File: src/ils_pkg.sv
package ils_pkg;
  // core clock
  localparam int unsigned CLK_HZ = 25_000_000;
  // green/yellow blink rate and its half period
  localparam int unsigned BLINK_HZ = 1;
  localparam int unsigned BLINK_HALF_CYC = CLK_HZ / (2 * BLINK_HZ);
  // warning escalation time
  localparam int unsigned WARN_MIN = 30;
  localparam longint unsigned WARN_CYC = longint'(WARN_MIN) * 60 * longint'(CLK_HZ);
  // red flash timing, pause kept well above the gap so groups read apart
  localparam int unsigned PULSE_MS = 200;
  localparam int unsigned GAP_MS = 200;
  localparam int unsigned PAUSE_MS = 1200;
  localparam int unsigned PULSE_CYC = PULSE_MS * (CLK_HZ / 1000);
  localparam int unsigned GAP_CYC = GAP_MS * (CLK_HZ / 1000);
  localparam int unsigned PAUSE_CYC = PAUSE_MS * (CLK_HZ / 1000);
  // red flash codes
  localparam logic [2:0] CODE_OFF = 3'h0;
  localparam logic [2:0] CODE_ACT = 3'h5;
  localparam logic [2:0] CODE_HANDLE = 3'h6;
  localparam logic [2:0] CODE_CONT = 3'h7;
  // counter widths
  localparam int unsigned BLINK_W = 24;
  localparam int unsigned WARN_W = 36;
  localparam int unsigned FL_W = 32;
  // flash sequencer states
  typedef enum logic [3:0] {
    FL_IDLE = 4'h1,
    FL_ON = 4'h2,
    FL_GAP = 4'h4,
    FL_PAUSE = 4'h8
  } ils_fl_state_t;
endpackage

File: src/ils_flash.sv
`timescale 1ns/10ps
module ils_flash import ils_pkg::*; #(
  parameter int unsigned ON_CYC = PULSE_CYC,
  parameter int unsigned OFF_CYC = GAP_CYC,
  parameter int unsigned REST_CYC = PAUSE_CYC
) (
  // clock and reset
  input wire logic core_clk,
  input wire logic rst,
  // requested code and lamp
  input wire logic [2:0] code,
  output logic led
);
  ils_fl_state_t st_r, st_nxt;
  logic [FL_W-1:0] tmr_r, tmr_nxt;
  logic [2:0] cnt_r, cnt_nxt;
  logic [2:0] code_r, code_nxt;
  logic led_nxt;
  wire logic run = (code != CODE_OFF) && (code != CODE_CONT);
  wire logic on_done = tmr_r == FL_W'(ON_CYC - 1);
  wire logic gap_done = tmr_r == FL_W'(OFF_CYC - 1);
  wire logic rest_done = tmr_r == FL_W'(REST_CYC - 1);

  // pulse group sequencer, repeats the group after a long pause
  always_comb begin
    st_nxt = st_r;
    tmr_nxt = tmr_r + FL_W'(1);
    cnt_nxt = cnt_r;
    code_nxt = code_r;
    unique case (st_r)
      FL_IDLE: begin
        tmr_nxt = '0;
        if (run) begin
          st_nxt = FL_ON;
          cnt_nxt = 3'h1;
          code_nxt = code;
        end
      end
      FL_ON: begin
        if (on_done) begin
          tmr_nxt = '0;
          st_nxt = (cnt_r == code_r) ? FL_PAUSE : FL_GAP; // RULE_16
        end
      end
      FL_GAP: begin
        if (gap_done) begin
          tmr_nxt = '0;
          cnt_nxt = cnt_r + 3'h1;
          st_nxt = FL_ON;
        end
      end
      FL_PAUSE: begin
        if (rest_done) begin
          tmr_nxt = '0;
          st_nxt = FL_IDLE;
        end
      end
      default: begin
        st_nxt = FL_IDLE;
      end
    endcase
    // a vanished code stops at once instead of finishing the group
    if (!run) begin
      st_nxt = FL_IDLE;
      tmr_nxt = '0;
    end
  end

  assign led_nxt = (code == CODE_CONT) || (st_nxt == FL_ON); // RULE_15

  always_ff @(posedge core_clk) begin
    if (rst) begin
      st_r <= FL_IDLE;
      tmr_r <= '0;
      cnt_r <= 3'h0;
      code_r <= CODE_OFF;
      led <= 1'b0;
    end else begin
      st_r <= st_nxt;
      tmr_r <= tmr_nxt;
      cnt_r <= cnt_nxt;
      code_r <= code_nxt;
      led <= led_nxt;
    end
  end
endmodule

File: src/ils_core.sv
`timescale 1ns/10ps
// What this block does
// RULE_01: power-to-unlock: command high releases the lock, low keeps it locked.
// RULE_02: power-to-lock: command high engages the lock, low releases it.
// RULE_03: lock-monitoring variant: outputs on only when guard closed and locked.
// RULE_04: lock-monitoring: relocking with actuator still inserted re-enables outputs, no opening.
// RULE_05: guard-monitoring variant: outputs drop only when the guard opens.
// RULE_06: green shows supply, yellow the operating state, red error flash codes.
// RULE_07: chain inputs absent: green blinks 1 Hz, red off, yellow by guard state.
// RULE_08: internal error drops outputs; clears only after fix plus guard open and close.
// RULE_09: warning drops diagnostic output, keeps safety outputs; clears itself when cause leaves.
// RULE_10: warning lasting 30 minutes also drops both safety outputs with its code.
// RULE_11: diagnostic output high when closed and lockable or locked, low otherwise.
// RULE_12: warning codes: 1 output one, 2 output two, 3 cross short, 4 heat.
// RULE_13: output error on failed self-test or voltage on a disabled output.
// RULE_14: actuator fault gives five red pulses and immediate switch-off.
// RULE_15: handle off position gives six pulses; device defect steady red; both immediate.
// RULE_16: pulse groups repeat with a pause longer than the gap between pulses.
module ils_core import ils_pkg::*; #(
  parameter int unsigned HALF_BLINK = BLINK_HALF_CYC,
  parameter longint unsigned WARN_LIMIT = WARN_CYC,
  parameter int unsigned FL_ON = PULSE_CYC,
  parameter int unsigned FL_OFF = GAP_CYC,
  parameter int unsigned FL_REST = PAUSE_CYC
) (
  // clock and reset
  input wire logic core_clk,
  input wire logic rst,
  // configuration straps
  input wire logic lock_on_power,
  input wire logic guard_variant,
  // lock command and chained safety inputs
  input wire logic lock_cmd,
  input wire logic chain_input_one,
  input wire logic chain_input_two,
  // guard, actuator and handle sensing
  input wire logic guard_closed,
  input wire logic bolt_locked,
  input wire logic lock_possible,
  input wire logic handle_ok,
  input wire logic actuator_fault,
  input wire logic device_defect,
  // output and environment monitors
  input wire logic out1_test_fail,
  input wire logic out1_volt_sense,
  input wire logic out2_test_fail,
  input wire logic out2_volt_sense,
  input wire logic cross_short,
  input wire logic over_temp,
  // solenoid drive
  output logic lock_release,
  // safety and diagnostic outputs
  output logic safe_output_one,
  output logic safe_output_two,
  output logic diag_out,
  // indicators
  output logic led_green,
  output logic led_yellow,
  output logic led_red
);
  // lowest set warning gives its flash count
  function automatic logic [2:0] warn_code(input logic [3:0] w);
    logic [2:0] c;
    c = CODE_OFF;
    for (int i = 3; i >= 0; i--) begin
      if (w[i]) begin
        c = 3'(i + 1);
      end
    end
    return c;
  endfunction

  logic [BLINK_W-1:0] blink_cnt_r, blink_cnt_nxt;
  logic blink_r, blink_nxt;
  logic [WARN_W-1:0] warn_tmr_r, warn_tmr_nxt;
  logic esc_r, esc_nxt;
  logic err_r, err_nxt;
  logic opened_r, opened_nxt;
  logic [2:0] err_code_r, err_code_nxt;
  logic [2:0] red_code_r, red_code_nxt;
  logic [3:0] warn_vec;
  logic green_nxt, yellow_nxt, diag_nxt, safe_nxt, release_nxt;

  // chain and lock state
  wire logic chain_ok = chain_input_one && chain_input_two;
  wire logic locked = guard_closed && bolt_locked;
  wire logic err_cause = actuator_fault || !handle_ok || device_defect;
  wire logic warn_any = |warn_vec;
  wire logic warn_full = warn_tmr_r == WARN_W'(WARN_LIMIT - 1);

  // solenoid polarity
  assign release_nxt = lock_on_power ? !lock_cmd : lock_cmd; // RULE_01 RULE_02

  // warning sources, voltage only counts while our own output is off
  assign warn_vec[0] = out1_test_fail || (out1_volt_sense && !safe_output_one); // RULE_13
  assign warn_vec[1] = out2_test_fail || (out2_volt_sense && !safe_output_two); // RULE_13
  assign warn_vec[2] = cross_short;
  assign warn_vec[3] = over_temp;

  // escalation timer, restarts whenever the warning clears
  assign warn_tmr_nxt = !warn_any ? '0 : (warn_full ? warn_tmr_r : warn_tmr_r + WARN_W'(1)); // RULE_10
  assign esc_nxt = warn_any && (esc_r || warn_full); // RULE_10

  // error latch: set wins, clear needs fix plus open then close
  assign opened_nxt = err_r && !err_cause && (opened_r || !guard_closed); // RULE_08
  assign err_nxt = err_cause || (err_r && !(opened_r && guard_closed)); // RULE_08
  assign err_code_nxt = device_defect ? CODE_CONT :
                        actuator_fault ? CODE_ACT : // RULE_14
                        !handle_ok ? CODE_HANDLE : err_code_r; // RULE_15
  // red code, hidden while the chain is open
  assign red_code_nxt = !chain_ok ? CODE_OFF : // RULE_07
                        err_r ? err_code_r :
                        warn_code(warn_vec); // RULE_12

  // enable path for both safety channels
  assign safe_nxt = chain_ok && !err_r && !err_cause && !esc_r &&
                    (guard_variant ? guard_closed : locked); // RULE_03 RULE_04 RULE_05 RULE_08

  // diagnostic output is not safety related
  assign diag_nxt = guard_closed && (lock_possible || locked) && !warn_any && !err_r; // RULE_09 RULE_11

  // blink base shared by green and yellow
  assign blink_cnt_nxt = (blink_cnt_r == BLINK_W'(HALF_BLINK - 1)) ? '0 : blink_cnt_r + BLINK_W'(1);
  assign blink_nxt = (blink_cnt_r == BLINK_W'(HALF_BLINK - 1)) ? !blink_r : blink_r;

  // lamps: green supply, yellow guard state
  assign green_nxt = chain_ok || blink_r; // RULE_06 RULE_07
  assign yellow_nxt = !err_r && guard_closed && (bolt_locked || blink_r); // RULE_06 RULE_07

  always_ff @(posedge core_clk) begin
    if (rst) begin
      blink_cnt_r <= '0;
      blink_r <= 1'b0;
      warn_tmr_r <= '0;
      esc_r <= 1'b0;
      err_r <= 1'b0;
      opened_r <= 1'b0;
      err_code_r <= CODE_OFF;
      red_code_r <= CODE_OFF;
    end else begin
      blink_cnt_r <= blink_cnt_nxt;
      blink_r <= blink_nxt;
      warn_tmr_r <= warn_tmr_nxt;
      esc_r <= esc_nxt;
      err_r <= err_nxt;
      opened_r <= opened_nxt;
      err_code_r <= err_code_nxt;
      red_code_r <= red_code_nxt;
    end
  end

  // outputs, all registered
  always_ff @(posedge core_clk) begin
    if (rst) begin
      lock_release <= 1'b0;
      safe_output_one <= 1'b0;
      safe_output_two <= 1'b0;
      diag_out <= 1'b0;
      led_green <= 1'b0;
      led_yellow <= 1'b0;
    end else begin
      lock_release <= release_nxt;
      safe_output_one <= safe_nxt;
      safe_output_two <= safe_nxt;
      diag_out <= diag_nxt;
      led_green <= green_nxt;
      led_yellow <= yellow_nxt;
    end
  end

  // red pulse groups
  ils_flash #(
    .ON_CYC(FL_ON),
    .OFF_CYC(FL_OFF),
    .REST_CYC(FL_REST)
  ) u_flash (
    .core_clk(core_clk),
    .rst(rst),
    .code(red_code_r),
    .led(led_red)
  );
endmodule

File: config.mk
export PLATFORM = sky130hd
export DESIGN_NAME = ils_core
export DESIGN_NICKNAME = d
export VERILOG_FILES = /design/src/ils_pkg.sv /design/src/ils_flash.sv /design/src/ils_core.sv
export SDC_FILE = /design/constraint.sdc
export NUM_CORES = 1
export LEC_CHECK = 0
export BUFFER_PORTS_ARGS = -buffer_cell sky130_fd_sc_hd__buf_2
export CORE_ASPECT_RATIO = 0.8
export CORE_MARGIN = 4
export CORE_UTILIZATION = 55
export CTS_BUF_LIST = sky130_fd_sc_hd__clkbuf_4
export DETAILED_ROUTE_END_ITERATION = 16
export HOLD_SLACK_MARGIN = 0.08
export PLACE_DENSITY = 0.8
export SLEW_MARGIN = 5
export SYNTH_ARGS = -nofsm -noshare
export SYNTH_HDL_FRONTEND = slang
export SYNTH_SLANG_ARGS = --single-unit
File: constraint.sdc
create_clock -name core_clk -period 4.2 [get_ports core_clk]
set_clock_uncertainty 0.05 [all_clocks]
set_input_delay 0.21 -clock core_clk [delete_from_list [all_inputs] [get_ports core_clk]]
set_output_delay 0.21 -clock core_clk [all_outputs]
set_load 0.05 [all_outputs]
==> reports/metrics.yaml <==
synth_nets: 675
dieArea_um2: 12300
synth_cell_type_count: 61
final_cell_mix: "dfxtp_1, nor2_1, xnor2_1, nand2_1, nor3_2"
hold_violations: 0
core-area_um2: 10300
firstDrtPassIters: 5
drt_iter0_drc: 469
drv_cap: 0
synth_area_um2: 5840
crit_slowest_cell: "nor3_1"
worstPathRequired_ns: 4.54
swShare: 0.270
dpl.cell_count: 789
grt_pass1_wl_mm: 22.9
cts_tree: "yes"
fin_nets: 719
wl_per_cell_um: 15.7
ys_seq_area_frac: 0.405
startpoint_type: "register"
hold_path_depth: 5
seqPwrFrac: 0.568
path_class: "reg2reg"
slew_violations: 0
finalCritPeriodShare: 0.647
finalNonFillerCells: 849
syn_avg_cell_area_um2: 8.95
combPwrFrac: 0.057
final_common_cell: "dfxtp_1"
reg2reg_depth: 5
ir_drop_v: 0.000261
cp_data_arrival_time_ns: 3.06
cp.depth: 5
grt_max_degree: 37
drive_gt1_frac: 0.147
async_reset_ff_frac: 0
run_status: "completed"
cts-root-buf: "clkbuf_4"
finalWorstPathRequiredPeriod_ns: 2.72
endpoint_kind: "register"
p_leak_nw: 2.12
remaining_drc_errors: 0
intPower_mw: 1.47
fmax_mhz: 368
antenna_cells: 0
wl_mm: 13.4
cts_buffer_depth: 2
maxSlewHeadroom: 0.212
drtAntennaViolNets: 0
netSwitchingPower_uw: 542
p_clk_frac: 0.375
critical_path.cell_chain: "nor4bb_1 > nand4_1 > nor3_1 > mux2i_1 > nor2_1"
htreeDepth: 4
antenna_found_initial: 0
hpwl_mm: 8.53
cp_top_family: "simple AND/OR/NAND/NOR gates"
ys_warn_count: 0
portBuffers: 25
num_rows: 33
hold_class: "in2reg"
max_slew.worst_pin.slew_ns: 1.17
grt_pass1_vias: 4943
cp_max_fo: 11
crit_buf_inv: 0
synthToLayoutAreaGrowth_pct: 11.7
power.density_nw_per_um2: 308
io_pins: 26
grt_setup_unrepaired: "no"
place.gp.congestion: 0.859
initial_core_util: 0.566
clk-insertion-delay-late_ns: 0.53
grt_use_total: 0.230
crit_path_max_incr_delay_ns: 1.00
grt_overflow: 0
fin_tns_setup_ns: 0
syn_inst: 652
yosys_register_bits: 118
die_h_um: 100
synth_top_flop_cell: "dfxtp_1"
cts.clk_slew.worst_paths_ns: 0.12
cts_resized: 0
drt-vias-per-instance: 5.89
num_vias: 5000
die_x_um: 123
cts_sinks: 118
synth_edf_count: 0
numCtsBuffers: 17
final-setup-viol-count: 0
Yosys cell counts (4+ instances only):
| library cell | instances | area (um^2) |
|---|---|---|
| nand3_1 | 28 | 140 |
| buf_2 | 8 | 40.0 |
| nor4b_1 | 7 | 61.3 |
| or4_1 | 8 | 60.1 |
| a21oi_1 | 17 | 85.1 |
| and2_1 | 5 | 31.3 |
| a211oi_1 | 4 | 30.0 |
| nand2_1 | 45 | 169 |
| o21ai_0 | 7 | 35.0 |
| nor2_1 | 77 | 289 |
| xnor2_1 | 55 | 482 |
| nor3_2 | 29 | 290 |
| clkbuf_1 | 13 | 48.8 |
| nor2b_1 | 4 | 25.0 |
| nor4_1 | 27 | 169 |
| nand4_1 | 23 | 144 |
| nor3_1 | 27 | 135 |
| inv_1 | 16 | 60.1 |
| o211ai_1 | 10 | 75.1 |
| and4_1 | 11 | 96.3 |
| or3_1 | 8 | 50.1 |
| xor2_1 | 27 | 236 |
| and3_1 | 13 | 81.3 |
| nor4bb_1 | 6 | 60.1 |
| ha_1 | 4 | 50.1 |
| dfxtp_1 | 118 | 2360 |
flip-flops by register name (all words and copies together), names as in the netlist, 3 cells and up:
| register | flops |
|---|---|
| warn_tmr_r | 36 |
| u_flash.tmr_r | 32 |
| blink_cnt_r | 24 |
| u_flash.st_r | 4 |
| err_code_r | 3 |
| red_code_r | 3 |
| u_flash.cnt_r | 3 |
| u_flash.code_r | 3 |
cell type report:
class / instances / area (um^2)
Tap cell: 140 / 175
Multi-Input combinational cell: 490 / 3260
Timing Repair Buffer: 53 / 405
Fill cell: 852 / 3800
Clock inverter: 15 / 130
Sequential cell: 118 / 2360
Clock buffer: 17 / 128
Inverter: 16 / 60.1
layer usage:
metal,up-vias,global-route usage,part of all wire
met2,175,0.374,0.47
met3,27,0.0496,0.060
li1,2447,-,-
met1,2351,0.302,0.45
met5,-,0,0
met4,0,0.0826,0.016
what timing repair did:
| item | in CTS | in global routing |
|---|---|---|
| hold buffers | 28 | 0 |
| endpoints found under the hold margin | 19 | 0 |
| endpoints found under the setup margin | 0 | 0 |
| buffers inserted | 0 | 0 |
power by group through the flow:
stage                     clock, mW  sequential, mW  combinational [mW]
after floorplan                   0            1.17              0.0651
after global placement            0            1.17              0.0864
after detailed placement          0            1.17              0.0899
after CTS                     0.763            1.14               0.109
after global routing          0.821            1.15               0.124
final                         0.753            1.14               0.114
path summary, 6_finish.rpt:
| path | slack, ns | end | from |
|---|---|---|---|
| setup / recovery | 1.48 | warn_tmr_r[1] | warn_tmr_r[20] |
| hold / removal | 0.19 | red_code_r[1] | out2_test_fail |
| setup reg to reg | 1.48 | warn_tmr_r[1] | warn_tmr_r[20] |
| hold reg to reg | 0.41 | blink_cnt_r[0] | blink_cnt_r[0] |
stage by stage:
step	total power [mW]	utilization	area, um^2	setup slack (ns)	hold WS (ns)
floorplan	1.24	-	5840	2.04	0.270
global placement	1.25	0.579	5980	1.59	0.370
detailed placement	1.26	0.579	5980	1.48	0.369
CTS	2.01	0.632	6520	1.45	0.0872
global route	2.09	0.632	6520	1.23	0.186
finish	2.01	0.632	6520	1.48	0.192
tightest hold or removal path, cell delays in order:
cell      delay [ns]
buf_2           0.09
a211oi_1        0.09
nor2b_1         0.15
a21oi_1         0.07
nor3_1          0.12
logic make-up (layout without fill, tap and decap cells):
family                     count (synthesis)  in the layout  synth area share
and+or+nand+nor                          348            348             0.359
DFF                                      118            118             0.405
xor gates and xnor gates                  82             82             0.123
AOI/OAI and AO/OA                         52             52            0.0609
buffers and inverters                     44            101            0.0373
adders and majority gates                  4              4           0.00857
muxes                                      4              4           0.00707
Power figures use the tool's default switching activity.
